File: src/logic/hwtfu_pkg.sv
// Purpose: Shared constants for the hardware table flag update engine
// Assumes: 64-bit descriptors, 32-bit register port
// Notes: Bit positions are parameters so another descriptor format can be used
`default_nettype none
package hwtfu_pkg;
    // Descriptor field positions
    localparam int unsigned AF_BIT = 10;         // Access flag
    localparam int unsigned S1_AP2_BIT = 7;      // Stage 1 upper permission bit, set = read-only
    localparam int unsigned S2_AP1_BIT = 7;      // Stage 2 write bit, set = writable
    localparam int unsigned DBM_BIT = 51;        // Dirty modifier bit
    localparam int unsigned DESC_W = 64;         // Descriptor width

    // Register offsets (byte addresses)
    localparam logic [7:0] REG_CTRL = 8'h00;     // Control
    localparam logic [7:0] REG_STATUS = 8'h04;   // Status
    localparam logic [7:0] REG_AF_CNT = 8'h08;   // Access flag updates done
    localparam logic [7:0] REG_DIRTY_CNT = 8'h0C;// Dirty updates done
    localparam logic [7:0] REG_RETRY_CNT = 8'h10;// Compare-and-swap retries
    localparam logic [7:0] REG_FAULT_CNT = 8'h14;// Faults reported

    // Control register fields
    localparam int unsigned CTRL_AF_EN = 0;      // Access flag update implemented and on
    localparam int unsigned CTRL_DIRTY_EN = 1;   // Dirty update implemented and on
    localparam int unsigned CTRL_W = 2;          // Control width
    localparam logic [1:0] CTRL_RESET = 2'h0;    // Both off after reset

    // Status register fields
    localparam int unsigned STAT_BUSY = 0;       // Engine working
    localparam int unsigned STAT_SYNC = 1;       // Sync waiting

    // Counter width
    localparam int unsigned CNT_W = 16;
endpackage
`default_nettype wire

File: src/logic/hwtfu_engine.sv
// Purpose: Sets access flags and marks writable-clean descriptors dirty during a walk
// Assumes: Walker hands one descriptor at a time; memory offers compare-and-swap
// Notes: Sync and invalidate completion wait until no swap is in flight
`timescale 1ns/1ps
`default_nettype none
module hwtfu_engine #(
    parameter int unsigned ADDR_W = 48   // Descriptor address width
) (
    input wire logic clk,
    input wire logic resetn,
    // Register port
    input wire logic [7:0] reg_addr,
    input wire logic [31:0] reg_wdata,
    input wire logic reg_wr,
    input wire logic reg_rd,
    output logic [31:0] reg_rdata,
    // Walker request
    input wire logic req_valid,
    output logic req_ready,
    input wire logic [ADDR_W-1:0] req_addr,
    input wire logic [hwtfu_pkg::DESC_W-1:0] req_desc,
    input wire logic req_stage2,          // Descriptor belongs to stage 2
    input wire logic req_table,           // Table descriptor, not block or page
    input wire logic req_write,           // Translation is for a write
    input wire logic req_ctx_fetch,       // Stage 2 walk for a context descriptor fetch
    input wire logic req_indirect,        // Stage uses the indirect permission scheme
    input wire logic req_ind_clean,       // Indirect scheme says writable-clean
    input wire logic req_af_hw_en,        // Stream enables access flag update for stage
    input wire logic req_dirty_hw_en,     // Stream or context enables dirty update for stage
    input wire logic req_table_af_en,     // Table flag update enable for stage
    input wire logic req_af_fault_dis,    // Access fault disable for stage
    input wire logic req_table_limit_ro,  // Table-level limit removed write
    input wire logic req_other_perm_fault,// Permission fault for any other reason
    input wire logic req_s2_write_ok,     // Stage 2 mapping of a stage 1 descriptor permits writes
    // Walker result
    output logic res_valid,
    output logic res_ok,
    output logic res_access_fault,
    output logic res_perm_fault,
    output logic res_tlb_cacheable,
    output logic [hwtfu_pkg::DESC_W-1:0] res_desc,
    // Coherent memory compare-and-swap
    output logic cas_req,
    output logic [ADDR_W-1:0] cas_addr,
    output logic [hwtfu_pkg::DESC_W-1:0] cas_compare,
    output logic [hwtfu_pkg::DESC_W-1:0] cas_swap,
    input wire logic cas_ack,
    input wire logic [hwtfu_pkg::DESC_W-1:0] cas_old,
    // Ordering commands
    input wire logic sync_req,            // Sync command or invalidation reaches completion
    output logic sync_done
);
    localparam int unsigned DW = hwtfu_pkg::DESC_W;
    localparam int unsigned CW = hwtfu_pkg::CNT_W;

    ////////////////////////////////////////////////////////////////////////////
    // State

    // One-hot engine states
    typedef enum logic [3:0] {
        ST_IDLE = 4'h1,   // Waiting for walker
        ST_EVAL = 4'h2,   // Decide update and faults
        ST_CAS = 4'h4,    // Swap outstanding in memory
        ST_DONE = 4'h8    // Result shown for one cycle
    } hwtfu_state_e;

    // All registered state of the engine
    typedef struct packed {
        hwtfu_state_e st;
        logic [ADDR_W-1:0] addr;     // Descriptor address
        logic [DW-1:0] desc;         // Current view of memory
        logic [DW-1:0] upd;          // Value being swapped in
        logic [12:0] fl;             // Latched request flags
        logic ready;
        logic rvalid;
        logic rok;
        logic raf;
        logic rpf;
        logic rcache;
        logic cas;
        logic sync_pend;
        logic sync_ack;
        logic [hwtfu_pkg::CTRL_W-1:0] ctrl;
        logic [CW-1:0] cnt_af;
        logic [CW-1:0] cnt_dirty;
        logic [CW-1:0] cnt_retry;
        logic [CW-1:0] cnt_fault;
        logic [31:0] rdata;
    } hwtfu_state_s;

    hwtfu_state_s s_q;
    hwtfu_state_s s_d;

    // Flag positions inside the latched vector
    localparam int unsigned F_S2 = 0;
    localparam int unsigned F_TBL = 1;
    localparam int unsigned F_WR = 2;
    localparam int unsigned F_CTX = 3;
    localparam int unsigned F_IND = 4;
    localparam int unsigned F_ICLN = 5;
    localparam int unsigned F_AFEN = 6;
    localparam int unsigned F_DEN = 7;
    localparam int unsigned F_TAFEN = 8;
    localparam int unsigned F_ACCESS_FAULT_DISABLE = 9;
    localparam int unsigned F_TLRO = 10;
    localparam int unsigned F_OPF = 11;
    localparam int unsigned F_S2WR = 12;

    ////////////////////////////////////////////////////////////////////////////
    // Next state

    // Evaluation terms, all from registered state
    logic af_on;        // Access flag update allowed here
    logic dirty_on;     // Dirty update allowed by enables
    logic af_clr;       // Descriptor access flag clear
    logic writable;     // Already writable-dirty
    logic clean_ok;     // Eligible for dirty marking
    logic afault;       // Access fault to report
    logic pfault;       // Permission fault to report
    logic do_af;        // Set the access flag
    logic do_dirty;     // Mark dirty
    logic [DW-1:0] nval;// Value to swap in

    // Decide faults and the new descriptor value
    always_comb begin
        // Update only when implemented, on, and enabled for the stream
        af_on = s_q.ctrl[hwtfu_pkg::CTRL_AF_EN] && s_q.fl[F_AFEN];
        // Table flag update needs its own enable and the flag update itself
        if (s_q.fl[F_TBL]) begin
            af_on = af_on && s_q.fl[F_TAFEN];
        end
        // Either scheme: the control bit and the stage enable decide
        dirty_on = s_q.ctrl[hwtfu_pkg::CTRL_DIRTY_EN] && s_q.fl[F_DEN];
        af_clr = !s_q.desc[hwtfu_pkg::AF_BIT];
        writable = s_q.fl[F_S2] ? s_q.desc[hwtfu_pkg::S2_AP1_BIT] : !s_q.desc[hwtfu_pkg::S1_AP2_BIT];
        // Modifier bit is only meaningful under the direct scheme
        if (s_q.fl[F_IND]) begin
            clean_ok = s_q.fl[F_ICLN];
        end else begin
            clean_ok = s_q.desc[hwtfu_pkg::DBM_BIT];
        end
        // Table limit and context fetch stage 2 never get write granted
        clean_ok = clean_ok && !s_q.fl[F_TLRO] && !(s_q.fl[F_S2] && s_q.fl[F_CTX]);
        // Access fault outranks a permission fault
        afault = af_clr && !s_q.fl[F_ACCESS_FAULT_DISABLE] && !af_on;
        pfault = 1'b0;
        do_dirty = 1'b0;
        if (!afault) begin
            if (s_q.fl[F_OPF]) begin
                pfault = 1'b1;
            end else if (s_q.fl[F_WR] && !s_q.fl[F_TBL] && !writable) begin
                // Writable-dirty never reaches here
                if (dirty_on && clean_ok) begin
                    do_dirty = 1'b1;
                end else begin
                    pfault = 1'b1;
                end
            end
        end
        // Flag set only, left alone under a permission fault
        do_af = af_on && af_clr && !afault && !pfault;
        // Dirty marking carries the access flag with it
        if (do_dirty) begin
            do_af = af_clr;
        end
        // Stage 1 update is itself a write checked by stage 2
        if ((do_af || do_dirty) && !s_q.fl[F_S2] && !s_q.fl[F_S2WR]) begin
            pfault = 1'b1;
            do_af = 1'b0;
            do_dirty = 1'b0;
        end
        // Only the two flag bits may move, and only one way
        nval = s_q.desc;
        if (do_af) begin
            nval[hwtfu_pkg::AF_BIT] = 1'b1;
        end
        if (do_dirty) begin
            if (s_q.fl[F_S2]) begin
                nval[hwtfu_pkg::S2_AP1_BIT] = 1'b1;
            end else begin
                nval[hwtfu_pkg::S1_AP2_BIT] = 1'b0;
            end
        end
    end

    // Sequencer, register port and ordering
    always_comb begin
        s_d = s_q;
        s_d.rvalid = 1'b0;
        s_d.sync_ack = 1'b0;
        case (s_q.st)
            ST_IDLE: begin
                // Accept one descriptor
                if (req_valid) begin
                    s_d.st = ST_EVAL;
                    s_d.ready = 1'b0;
                    s_d.addr = req_addr;
                    s_d.desc = req_desc;
                    s_d.fl = {req_s2_write_ok, req_other_perm_fault, req_table_limit_ro, req_af_fault_dis,
                              req_table_af_en, req_dirty_hw_en, req_af_hw_en, req_ind_clean,
                              req_indirect, req_ctx_fetch, req_write, req_table, req_stage2};
                end
            end
            ST_EVAL: begin
                if (!afault && !pfault && (do_af || do_dirty)) begin
                    // Swap against the value seen, never a blind write
                    s_d.st = ST_CAS;
                    s_d.upd = nval;
                    s_d.cas = 1'b1;
                end else begin
                    s_d.st = ST_DONE;
                    s_d.rvalid = 1'b1;
                    s_d.rok = !afault && !pfault;
                    s_d.raf = afault;
                    s_d.rpf = pfault;
                    // Table entry with flag clear and table flag update enabled stays out of the TLB
                    s_d.rcache = !(s_q.fl[F_TBL] && s_q.fl[F_TAFEN] && af_clr);
                    if (afault || pfault) begin
                        s_d.cnt_fault = s_q.cnt_fault + CW'(1);
                    end
                end
            end
            ST_CAS: begin
                s_d.cas = 1'b0;
                if (cas_ack) begin
                    if (cas_old == s_q.desc) begin
                        // Swap took; result carries the new value
                        s_d.st = ST_DONE;
                        s_d.desc = s_q.upd;
                        s_d.rvalid = 1'b1;
                        s_d.rok = 1'b1;
                        s_d.raf = 1'b0;
                        s_d.rpf = 1'b0;
                        s_d.rcache = 1'b1;
                        if (s_q.upd[hwtfu_pkg::AF_BIT] != s_q.desc[hwtfu_pkg::AF_BIT]) begin
                            s_d.cnt_af = s_q.cnt_af + CW'(1);
                        end
                        if (s_q.upd != s_q.desc && s_q.upd[hwtfu_pkg::AF_BIT] == s_q.desc[hwtfu_pkg::AF_BIT]) begin
                            s_d.cnt_dirty = s_q.cnt_dirty + CW'(1);
                        end else if (s_q.upd[hwtfu_pkg::S1_AP2_BIT] != s_q.desc[hwtfu_pkg::S1_AP2_BIT]) begin
                            s_d.cnt_dirty = s_q.cnt_dirty + CW'(1);
                        end
                    end else begin
                        // Someone else changed it: decide again on fresh value
                        s_d.st = ST_EVAL;
                        s_d.desc = cas_old;
                        s_d.cnt_retry = s_q.cnt_retry + CW'(1);
                    end
                end
            end
            ST_DONE: begin
                s_d.st = ST_IDLE;
                s_d.ready = 1'b1;
            end
            default: begin
                s_d.st = ST_IDLE;
                s_d.ready = 1'b1;
                s_d.cas = 1'b0;
            end
        endcase
        // Sync or invalidation completes only with no swap in flight;
        // a simple global wait trades a little latency for no tracking
        if (s_q.sync_pend && s_q.st != ST_CAS) begin
            s_d.sync_pend = 1'b0;
            s_d.sync_ack = 1'b1;
        end
        // A new request wins over the clear
        if (sync_req) begin
            s_d.sync_pend = 1'b1;
        end
        // Register write
        if (reg_wr && reg_addr == hwtfu_pkg::REG_CTRL) begin
            s_d.ctrl = reg_wdata[hwtfu_pkg::CTRL_W-1:0];
        end
        // Register read, data in the next cycle; unmapped reads zero
        s_d.rdata = 32'h0000_0000;
        if (reg_rd) begin
            case (reg_addr)
                hwtfu_pkg::REG_CTRL: s_d.rdata = {{(32-hwtfu_pkg::CTRL_W){1'b0}}, s_q.ctrl};
                hwtfu_pkg::REG_STATUS: begin
                    s_d.rdata[hwtfu_pkg::STAT_BUSY] = !s_q.ready;
                    s_d.rdata[hwtfu_pkg::STAT_SYNC] = s_q.sync_pend;
                end
                hwtfu_pkg::REG_AF_CNT: s_d.rdata = {{(32-CW){1'b0}}, s_q.cnt_af};
                hwtfu_pkg::REG_DIRTY_CNT: s_d.rdata = {{(32-CW){1'b0}}, s_q.cnt_dirty};
                hwtfu_pkg::REG_RETRY_CNT: s_d.rdata = {{(32-CW){1'b0}}, s_q.cnt_retry};
                hwtfu_pkg::REG_FAULT_CNT: s_d.rdata = {{(32-CW){1'b0}}, s_q.cnt_fault};
                default: s_d.rdata = 32'h0000_0000;
            endcase
        end
    end

    ////////////////////////////////////////////////////////////////////////////
    // Registers

    // Whole state in one flop bank
    always_ff @(posedge clk or negedge resetn) begin
        if (!resetn) begin
            s_q <= '0;
            s_q.st <= ST_IDLE;
            s_q.ready <= 1'b1;
            s_q.ctrl <= hwtfu_pkg::CTRL_RESET;
        end else begin
            s_q <= s_d;
        end
    end

    ////////////////////////////////////////////////////////////////////////////
    // Outputs, straight from flops

    assign req_ready = s_q.ready;
    assign res_valid = s_q.rvalid;
    assign res_ok = s_q.rok;
    assign res_access_fault = s_q.raf;
    assign res_perm_fault = s_q.rpf;
    assign res_tlb_cacheable = s_q.rcache;
    assign res_desc = s_q.desc;
    assign cas_req = s_q.cas;
    assign cas_addr = s_q.addr;
    assign cas_compare = s_q.desc;
    assign cas_swap = s_q.upd;
    assign sync_done = s_q.sync_ack;
    assign reg_rdata = s_q.rdata;

endmodule // hwtfu_engine
`default_nettype wire

File: config.mk
export PLATFORM = sky130hd
export DESIGN_NAME = hwtfu_engine
export DESIGN_NICKNAME = d
export VERILOG_FILES = /design/src/logic/hwtfu_pkg.sv /design/src/logic/hwtfu_engine.sv
export SDC_FILE = /design/constraint.sdc
export NUM_CORES = 1
export LEC_CHECK = 0
export CAP_MARGIN = 40
export CORE_ASPECT_RATIO = 0.6
export CORE_UTILIZATION = 45
export CTS_CLUSTER_DIAMETER = 30
export DETAILED_ROUTE_END_ITERATION = 16
export DONT_BUFFER_PORTS = 1
export GPL_TIMING_DRIVEN = 0
export PLACE_DENSITY_LB_ADDON = 0.2
export SETUP_SLACK_MARGIN = 0.3
export SLEW_MARGIN = 15
export SYNTH_ARGS = -nofsm -noshare
export SYNTH_HDL_FRONTEND = slang
export SYNTH_SLANG_ARGS = --single-unit
File: constraint.sdc
create_clock -name clk -period 4.65 [get_ports clk]
set_input_delay 0.2325 -clock clk [delete_from_list [all_inputs] [get_ports clk]]
set_output_delay 0.2325 -clock clk [all_outputs]
set_load 0.01 [all_outputs]
**Word level (Yosys, flattened, before mapping)**

Cells that the tools add are included.

- Output and inout bits: 280
- Flip-flop bits (word level): 300
- Memories kept: 0
- Input bits: 236
- Bits in latches: 0
- Memory bits (writable): 0
- Bits in read-only memories: 0
- Logic and storage cells: 148

- $add $sub $neg: 4
- Shift operators: 0
- $mul: 0
- Bitwise gates (word level): 4
- Equal/unequal tests: 20
- Reduce and logical (&&, ||, !) cells: 59
- Order comparisons: 0
- Div/mod/pow operators: 0
- Multiplexer cells: 41

Operators by type and width:

| cell | count |
|---|---|
| 2-to-1 mux 64 bit | 2 |
| one-hot mux 64 bit (2 select lines) | 1 |
| 2-to-1 mux 116 bit | 1 |
| adder 16 x 1 -> 16 bit (second input constant) | 4 |
| == test 64 bit | 1 |
| inequality test 64 bit | 1 |
| one-hot mux 14 bit (4 select lines) | 1 |
| 2-to-1 mux 16 bit | 3 |
| logical AND 1 bit | 23 |
| 2-to-1 mux 1 bit | 21 |
| == test 8 x 4 -> 1 bit (second input constant) | 2 |
| == test 8 x 5 -> 1 bit (second input constant) | 2 |
| zero test 1 bit | 15 |
| 2-to-1 mux 5 bit | 3 |
| 2-to-1 mux 4 bit | 3 |
| one-hot mux 2 bit (6 select lines) | 1 |
| one-hot mux 4 bit (3 select lines) | 1 |
| AND reduction 4 bit | 3 |
| inequality test 2 bit (second input constant) | 5 |
| one-hot mux 5 bit (2 select lines) | 1 |
| AND reduction 2 bit | 5 |
| AND reduction 3 bit | 3 |
| == test 8 x 3 -> 1 bit (second input constant) | 1 |
| zero test 8 bit | 1 |
| 13 further kinds | 24 |

**Depth between registers and ports, before layout**

- Word-level depth: 20
- Mapped depth: 11
- Depth with buffers taken out: 7

**Worst setup path after synthesis**

OpenSTA, ideal clock, no wires.

- Path type: register to register
- From: reg s_q, in the netlist cas_compare[7]
- To: reg s_q[40] (netlist bit)
- Setup time: 0.079 ns
- Slack: 2.076 ns
- Data required time: 4.571 ns
- Period minus slack after synthesis: 2.574 ns
- Arrival time: 2.495 ns
- Cell stages (with the launch flop): 10
- Buffers on the path: 2
- Cell sequence: dfrtp_1 > buf_4 > xnor2_1 > or3b_1 > o31a_1 > o311a_1 > or4_4 > buf_6 > nor2_2 > xor2_1

- Cells in the longest elaborated chain, start to end: 19
- Elaborated cells between the ends (all ways): 26
- Those cells by class: 11 x mux; 1 x bitwise; 14 x reduce/logical

RTL lines:

| what | RTL line | text |
|---|---|---|
| start: declaration | hwtfu_engine.sv:91 | `hwtfu_state_s s_q;` |
| zero test 1 bit | hwtfu_engine.sv:135 | `writable = s_q.fl[F_S2] ? s_q.desc[hwtfu_pkg::S2_AP1_BIT] : !s_q.desc[hwtfu_pkg::S1_AP2_BIT];` |
| 2-to-1 mux 1 bit * | hwtfu_engine.sv:135 |  |
| zero test 1 bit * | hwtfu_engine.sv:151 | `end else if (s_q.fl[F_WR] && !s_q.fl[F_TBL] && !writable) begin` |
| logical AND 1 bit * | hwtfu_engine.sv:151 |  |
| 2-to-1 mux 1 bit | hwtfu_engine.sv:151 |  |
| 2-to-1 mux 1 bit | hwtfu_engine.sv:149 | `if (s_q.fl[F_OPF]) begin` |
| 2-to-1 mux 1 bit | hwtfu_engine.sv:148 | `if (!afault) begin` |
| zero test 1 bit | hwtfu_engine.sv:161 | `do_af = af_on && af_clr && !afault && !pfault;` |
| logical AND 1 bit | hwtfu_engine.sv:161 |  |
| 2-to-1 mux 1 bit | hwtfu_engine.sv:163 | `if (do_dirty) begin` |
| logical OR 1 bit | hwtfu_engine.sv:167 | `if ((do_af \|\| do_dirty) && !s_q.fl[F_S2] && !s_q.fl[F_S2WR]) begin` |
| logical AND 1 bit (2 in a row) | hwtfu_engine.sv:167 |  |
| 2-to-1 mux 1 bit | hwtfu_engine.sv:167 |  |
| zero test 1 bit | hwtfu_engine.sv:205 | `if (!afault && !pfault && (do_af \|\| do_dirty)) begin` |
| logical AND 1 bit (2 in a row) | hwtfu_engine.sv:205 |  |
| inverter 1 bit (no line) | -- |  |
| AND reduction 3 bit (no line) * | -- |  |

Mark *: on every way between the ends. The rest lies on a longest branch, timed or not.
A chain may end at the register's enable or synchronous reset.

**Worst setup path after layout**

- From: reg s_q, in the netlist cas_compare[7]
- To: reg s_q, in the netlist cas_compare[47]

- Cells in the longest elaborated chain, start to end: 4

RTL lines:

| what | RTL line | text |
|---|---|---|
| == test 64 bit | hwtfu_engine.sv:226 | `if (cas_old == s_q.desc) begin` |
| 2-to-1 mux 64 bit | hwtfu_engine.sv:226 |  |
| 2-to-1 mux 64 bit | hwtfu_engine.sv:225 | `if (cas_ack) begin` |
| one-hot mux 64 bit (2 select lines) | hwtfu_engine.sv:191 | `case (s_q.st)` |

Every way passes these cells. The select of a mux whose other input is x is not followed.

==> results.txt <==
----------------------------------------------------
[Route]
  Remaining number of nets flagged by the antenna check after routing ... 0
  Average routed wire per standard cell ... 25.0 um
  Routed metal-1 wirelength ... 24.0 mm
  DRC ... 0
  Total number of vias ... 12800
  First-pass iteration count of the detailed router ... 6
  Highest layer used for signal routing ... met4
  Final wirelength ... 57.0 mm
  Routed length on met2 ... 25.3 mm
  Number of design-rule violations left by the first detailed-router iteration ... 1283
  Via density per instance ... 5.61
  WL met3 ... 6.61 mm

[Worst setup path]
  Kind of cell adding the most delay to the critical path ... buffers and inverters
  Reg-to-reg endpoint ... cas_compare[47]
  Critical Path RT ... 5.07 ns
  Critical path buffer and inverter count ... 5
  Slack of the worst reg-to-reg path ... 0.72 ns
  Cells along the critical path ... buf_4, xnor2_2, nand4_1, nor4_1, nand4_1, buf_4, nor2b_1, clkbuf_1, clkbuf_1, clkbuf_1, nand2_1, a21oi_1
  Startpoint of the lowest-slack register-to-register path ... cas_compare[7]
  Cell type of the slowest stage on the worst timing path ... nor4_1
  CP Data Arrival Time ... 4.35 ns
  Setup Crit Path Kind ... flop to flop
  Slowest stage delay, CP ... 0.64 ns
  Logic depth of the worst register-to-register path ... 12
  Type of element launching the critical path ... flop
  Top fanout value on the critical path ... 10
  Most Frequent Cell on Critical Path ... clkbuf_1
  Type of destination of the critical path ... flop

[Floorplanning]
  I/O pin cnt ... 516
  Width of the die ... 244 um
  Die Y ... 147 um
  Starting Density ... 0.462
  Area of the core ... 34200 um2
  Core Rows ... 52
  Total die area ... 35900 um2

[Timing]
  Achievable frequency ... 255 MHz
  Final-report setup violation count ... 0
  Transition time at the pin with the least slew margin ... 0.921 ns
  Max-slew headroom at the worst pin ... 0.386
  Final worst hold slack ... -0.612 ns
  Worst setup skew after layout ... 0.0217 ns
  Minimum setup slack in the final design ... 0.725 ns
  Final count of hold timing violations ... 284
  Unrepaired setup endpoints after global routing ... no
  Crit share post-route ... 0.844
  Final Max Slew Viols ... 0
  Minimum clock period after layout ... 3.93 ns

[Logic synthesis]
  Cell variety after synth ... 60
  Synth Instances ... 1509
  Proportion of synthesized chip area in sequential cells ... 0.450
  Fraction of registers with async set/reset ... 1.00
  Number of synthesized flops with an enable pin ... 0
  Warnings, synthesis ... 0
  Commonest register cell after synthesis ... dfrtp_1
  Seq cells post-synth ... 284
  Netlist Area Pre-Place ... 15800 um2
  Mean cell area of the mapped netlist ... 10.5 um2

[Place]
  Detailed Place HPWL ... 41.0 mm
  Buffers on Ports ... 0
  Pre-CTS WS ... -0.0458 ns
  Placer congestion estimate ... 0.934

[Power]
  Sequential share of power ... 0.341
  Power consumption ... 13300 uW
  Total internal power ... 8170 uW
  Switch Pwr ... 5150 uW
  Cell Pwr Density ... 659 nW/um2
  Static leakage power ... 0.00906 uW
  Power share of the clock group ... 0.285
  Combinational share of power ... 0.374
  Sw frac ... 0.386
  Maximum vdd ir drop ... 0.000491 V

[Run status]
  Violated checks ... negative hold slack
  Run status ... finished with violations

[Clock network]
  CTS Buf Count ... 51
  Number of levels in the clock H-tree ... 2
  Maximum clock insertion buffer count ... 3
  Clk Tree Root Cell ... clkbuf_16
  CTS tree ... built
  Hold_buf cts ... 194
  Clock latency on the worst-skew pair ... 0.55 ns
  Clock input transition at the sequential cells of the worst setup and hold paths ... 0.06 ns
  Number of clock sinks ... 284

[Global route]
  Total congestion overflow ... 0
  Via count of the first global-routing pass ... 12900
  Number of antenna violations at the first check in global routing ... 3
  All-layer global routing usage ... 0.311
  First-pass GRT wire length ... 83.0 mm
  Maximum number of pins on one net before global-route repair ... 285

[Job]
  Max capacitance violation total ... 0

[Cells and area]
  Fin nets ... 2016
  Area overhead of the layout relative to synthesis ... 27.9%
  Proportion of layout cells with a drive suffix above 1 ... 0.290
  Fill count ... 2822
  Utilization of the core after routing ... 0.592

[Hold path]
  Class of the tightest hold or removal check ... input port to async pin

----------------------------------------------------
## sequential cells by signal (all words and copies together), names as in the netlist
name	cells
reg_rdata	16
cas_req	1
res_valid	1
cas_compare	64
res_tlb_cacheable	1
res_access_fault	1
cas_addr	48
cas_swap	64
res_perm_fault	1
sync_done	1
res_ok	1
s_q	84
req_ready	1
## cell usage in the layout (no fill, tap or decap), types with 4 or more instances in the layout
cell	synthesis	layout
clkbuf_1	58	59
nor2_2	4	4
clkbuf_8	0	4
and4_1	6	6
a21oi_1	82	82
buf_4	273	275
nor2b_1	5	5
o21ai_0	5	5
dfrtp_1	282	282
buf_1	4	4
xnor2_1	106	104
clkinv_2	0	12
mux2_2	128	128
nand3_1	21	21
a222oi_1	14	14
nor4_1	30	29
clkbuf_16	0	53
bufinv_16	0	5
ha_1	4	4
a221oi_1	66	66
clkinv_4	0	8
and3_1	23	23
inv_1	8	8
xor2_1	83	83
nor3_1	7	7
conb_1	1	16
dlygate4sd3_1	0	194
nor2_1	77	76
and2_1	6	6
nor4b_1	4	4
nand2b_1	6	6
clkinvlp_4	0	6
nand4_1	44	44
o22ai_1	4	4
buf_2	5	7
nand2_1	110	110
## logic make-up after synthesis
kind of cell	Yosys count	share of synthesized area
buf+inv	351	0.150
mux	131	0.0931
xor+xnor	189	0.105
fa+ha+maj	4	0.00317
simple gates	359	0.114
other cells	1	0.000237
flops	284	0.450
compound gates	190	0.0849
## timing repair
| action | CTS | global route |
|---|---|---|
| endpoints found under the setup margin | 40 | 67 |
| pin swaps | 0 | 1 |
| hold endpoints to repair | 417 | 284 |
| buffers inserted | 0 | 2 |
| gates resized for setup | 3 | 3 |
## power by group through the flow
stage	Combinational, uW	Clock [uW]	Sequential [uW]
3_5_place_dp	4730	0	4510
6_report	4990	3790	4540
3_3_place_gp	4690	0	4460
2_1_floorplan	3710	0	4080
5_1_grt	5260	3960	4630
4_1_cts	4890	3840	4480
## per-stage QoR
stage | TNS, ns | std cells | area (um2)
5_1_grt | 0 | 2280 | 20200
6_report | 0 | 2280 | 20200
2_1_floorplan | 0 | 1524 | 15900
3_5_place_dp | -0.301 | 1985 | 16500
4_1_cts | 0 | 2274 | 20200
3_3_place_gp | -1.59 | 1983 | 16400
## cells in the mapped netlist, types with 3 or more instances
cell      instances  share of area
dfrtp_1         282           0.45
nor4b_1           4         0.0022
clkbuf_1         58          0.014
nand2_1         110          0.026
and4_1            6         0.0033
nor4_1           30          0.012
mux2_2          128          0.091
and2_1            6         0.0024
nor2_2            4         0.0016
inv_1             8         0.0019
and3_1           23         0.0091
ha_1              4         0.0032
a21oi_1          82          0.026
o22ai_1           4         0.0016
nor2_1           77          0.018
buf_2             5         0.0016
nand2b_1          6         0.0024
mux2i_1           3         0.0019
xor2_1           83          0.046
buf_1             4        0.00095
nor2b_1           5         0.0020
a221oi_1         66          0.037
buf_4           273           0.13
a21boi_0          3         0.0014
nand3_1          21         0.0067
a222oi_1         14         0.0089
nand4_1          44          0.017
nor3_1            7         0.0022
xnor2_1         106          0.059
a22o_1            3         0.0017
o21ai_0           5         0.0016
## how the worst max path moves through the flow
| stage | cells after the start | to | slack (ns) | startpoint |
|---|---|---|---|---|
| 2_1_floorplan | 9 | s_q[40] | 2.08 | cas_compare[7] |
| 3_3_place_gp | 10 | s_q[91] | -0.28 | cas_compare[7] |
| 3_5_place_dp | 10 | cas_compare[52] | -0.05 | cas_compare[7] |
| 4_1_cts | 10 | cas_compare[24] | 0.31 | cas_compare[7] |
| 5_1_grt | 11 | cas_compare[39] | 0.66 | cas_compare[22] |
| 6_report | 12 | cas_compare[47] | 0.72 | cas_compare[7] |
## routing by layer
metal | track usage | up-vias
li1 | - | 5555
met1 | 0.430 | 6406
met2 | 0.458 | 731
met3 | 0.116 | 103
met4 | 0.0781 | 0
met5 | 0 | -
## area by class of cell
| cell class | instances | area, um2 | area share |
|---|---|---|---|
| Sequential cell | 284 | 7110 | 0.352 |
| Buffer | 343 | 2340 | 0.116 |
| Inverter | 8 | 30.0 | 0.00149 |
| Clock buffer | 60 | 1390 | 0.0689 |
| Timing Repair Buffer | 199 | 1980 | 0.0981 |
| Antenna cell | 3 | 7.51 | 0.000372 |
| Multi-Input combinational cell | 889 | 6410 | 0.317 |
| Tap cell | 459 | 574 | 0.0284 |
| Clock inverter | 35 | 363 | 0.0180 |
(Power assumes the default switching activity.)
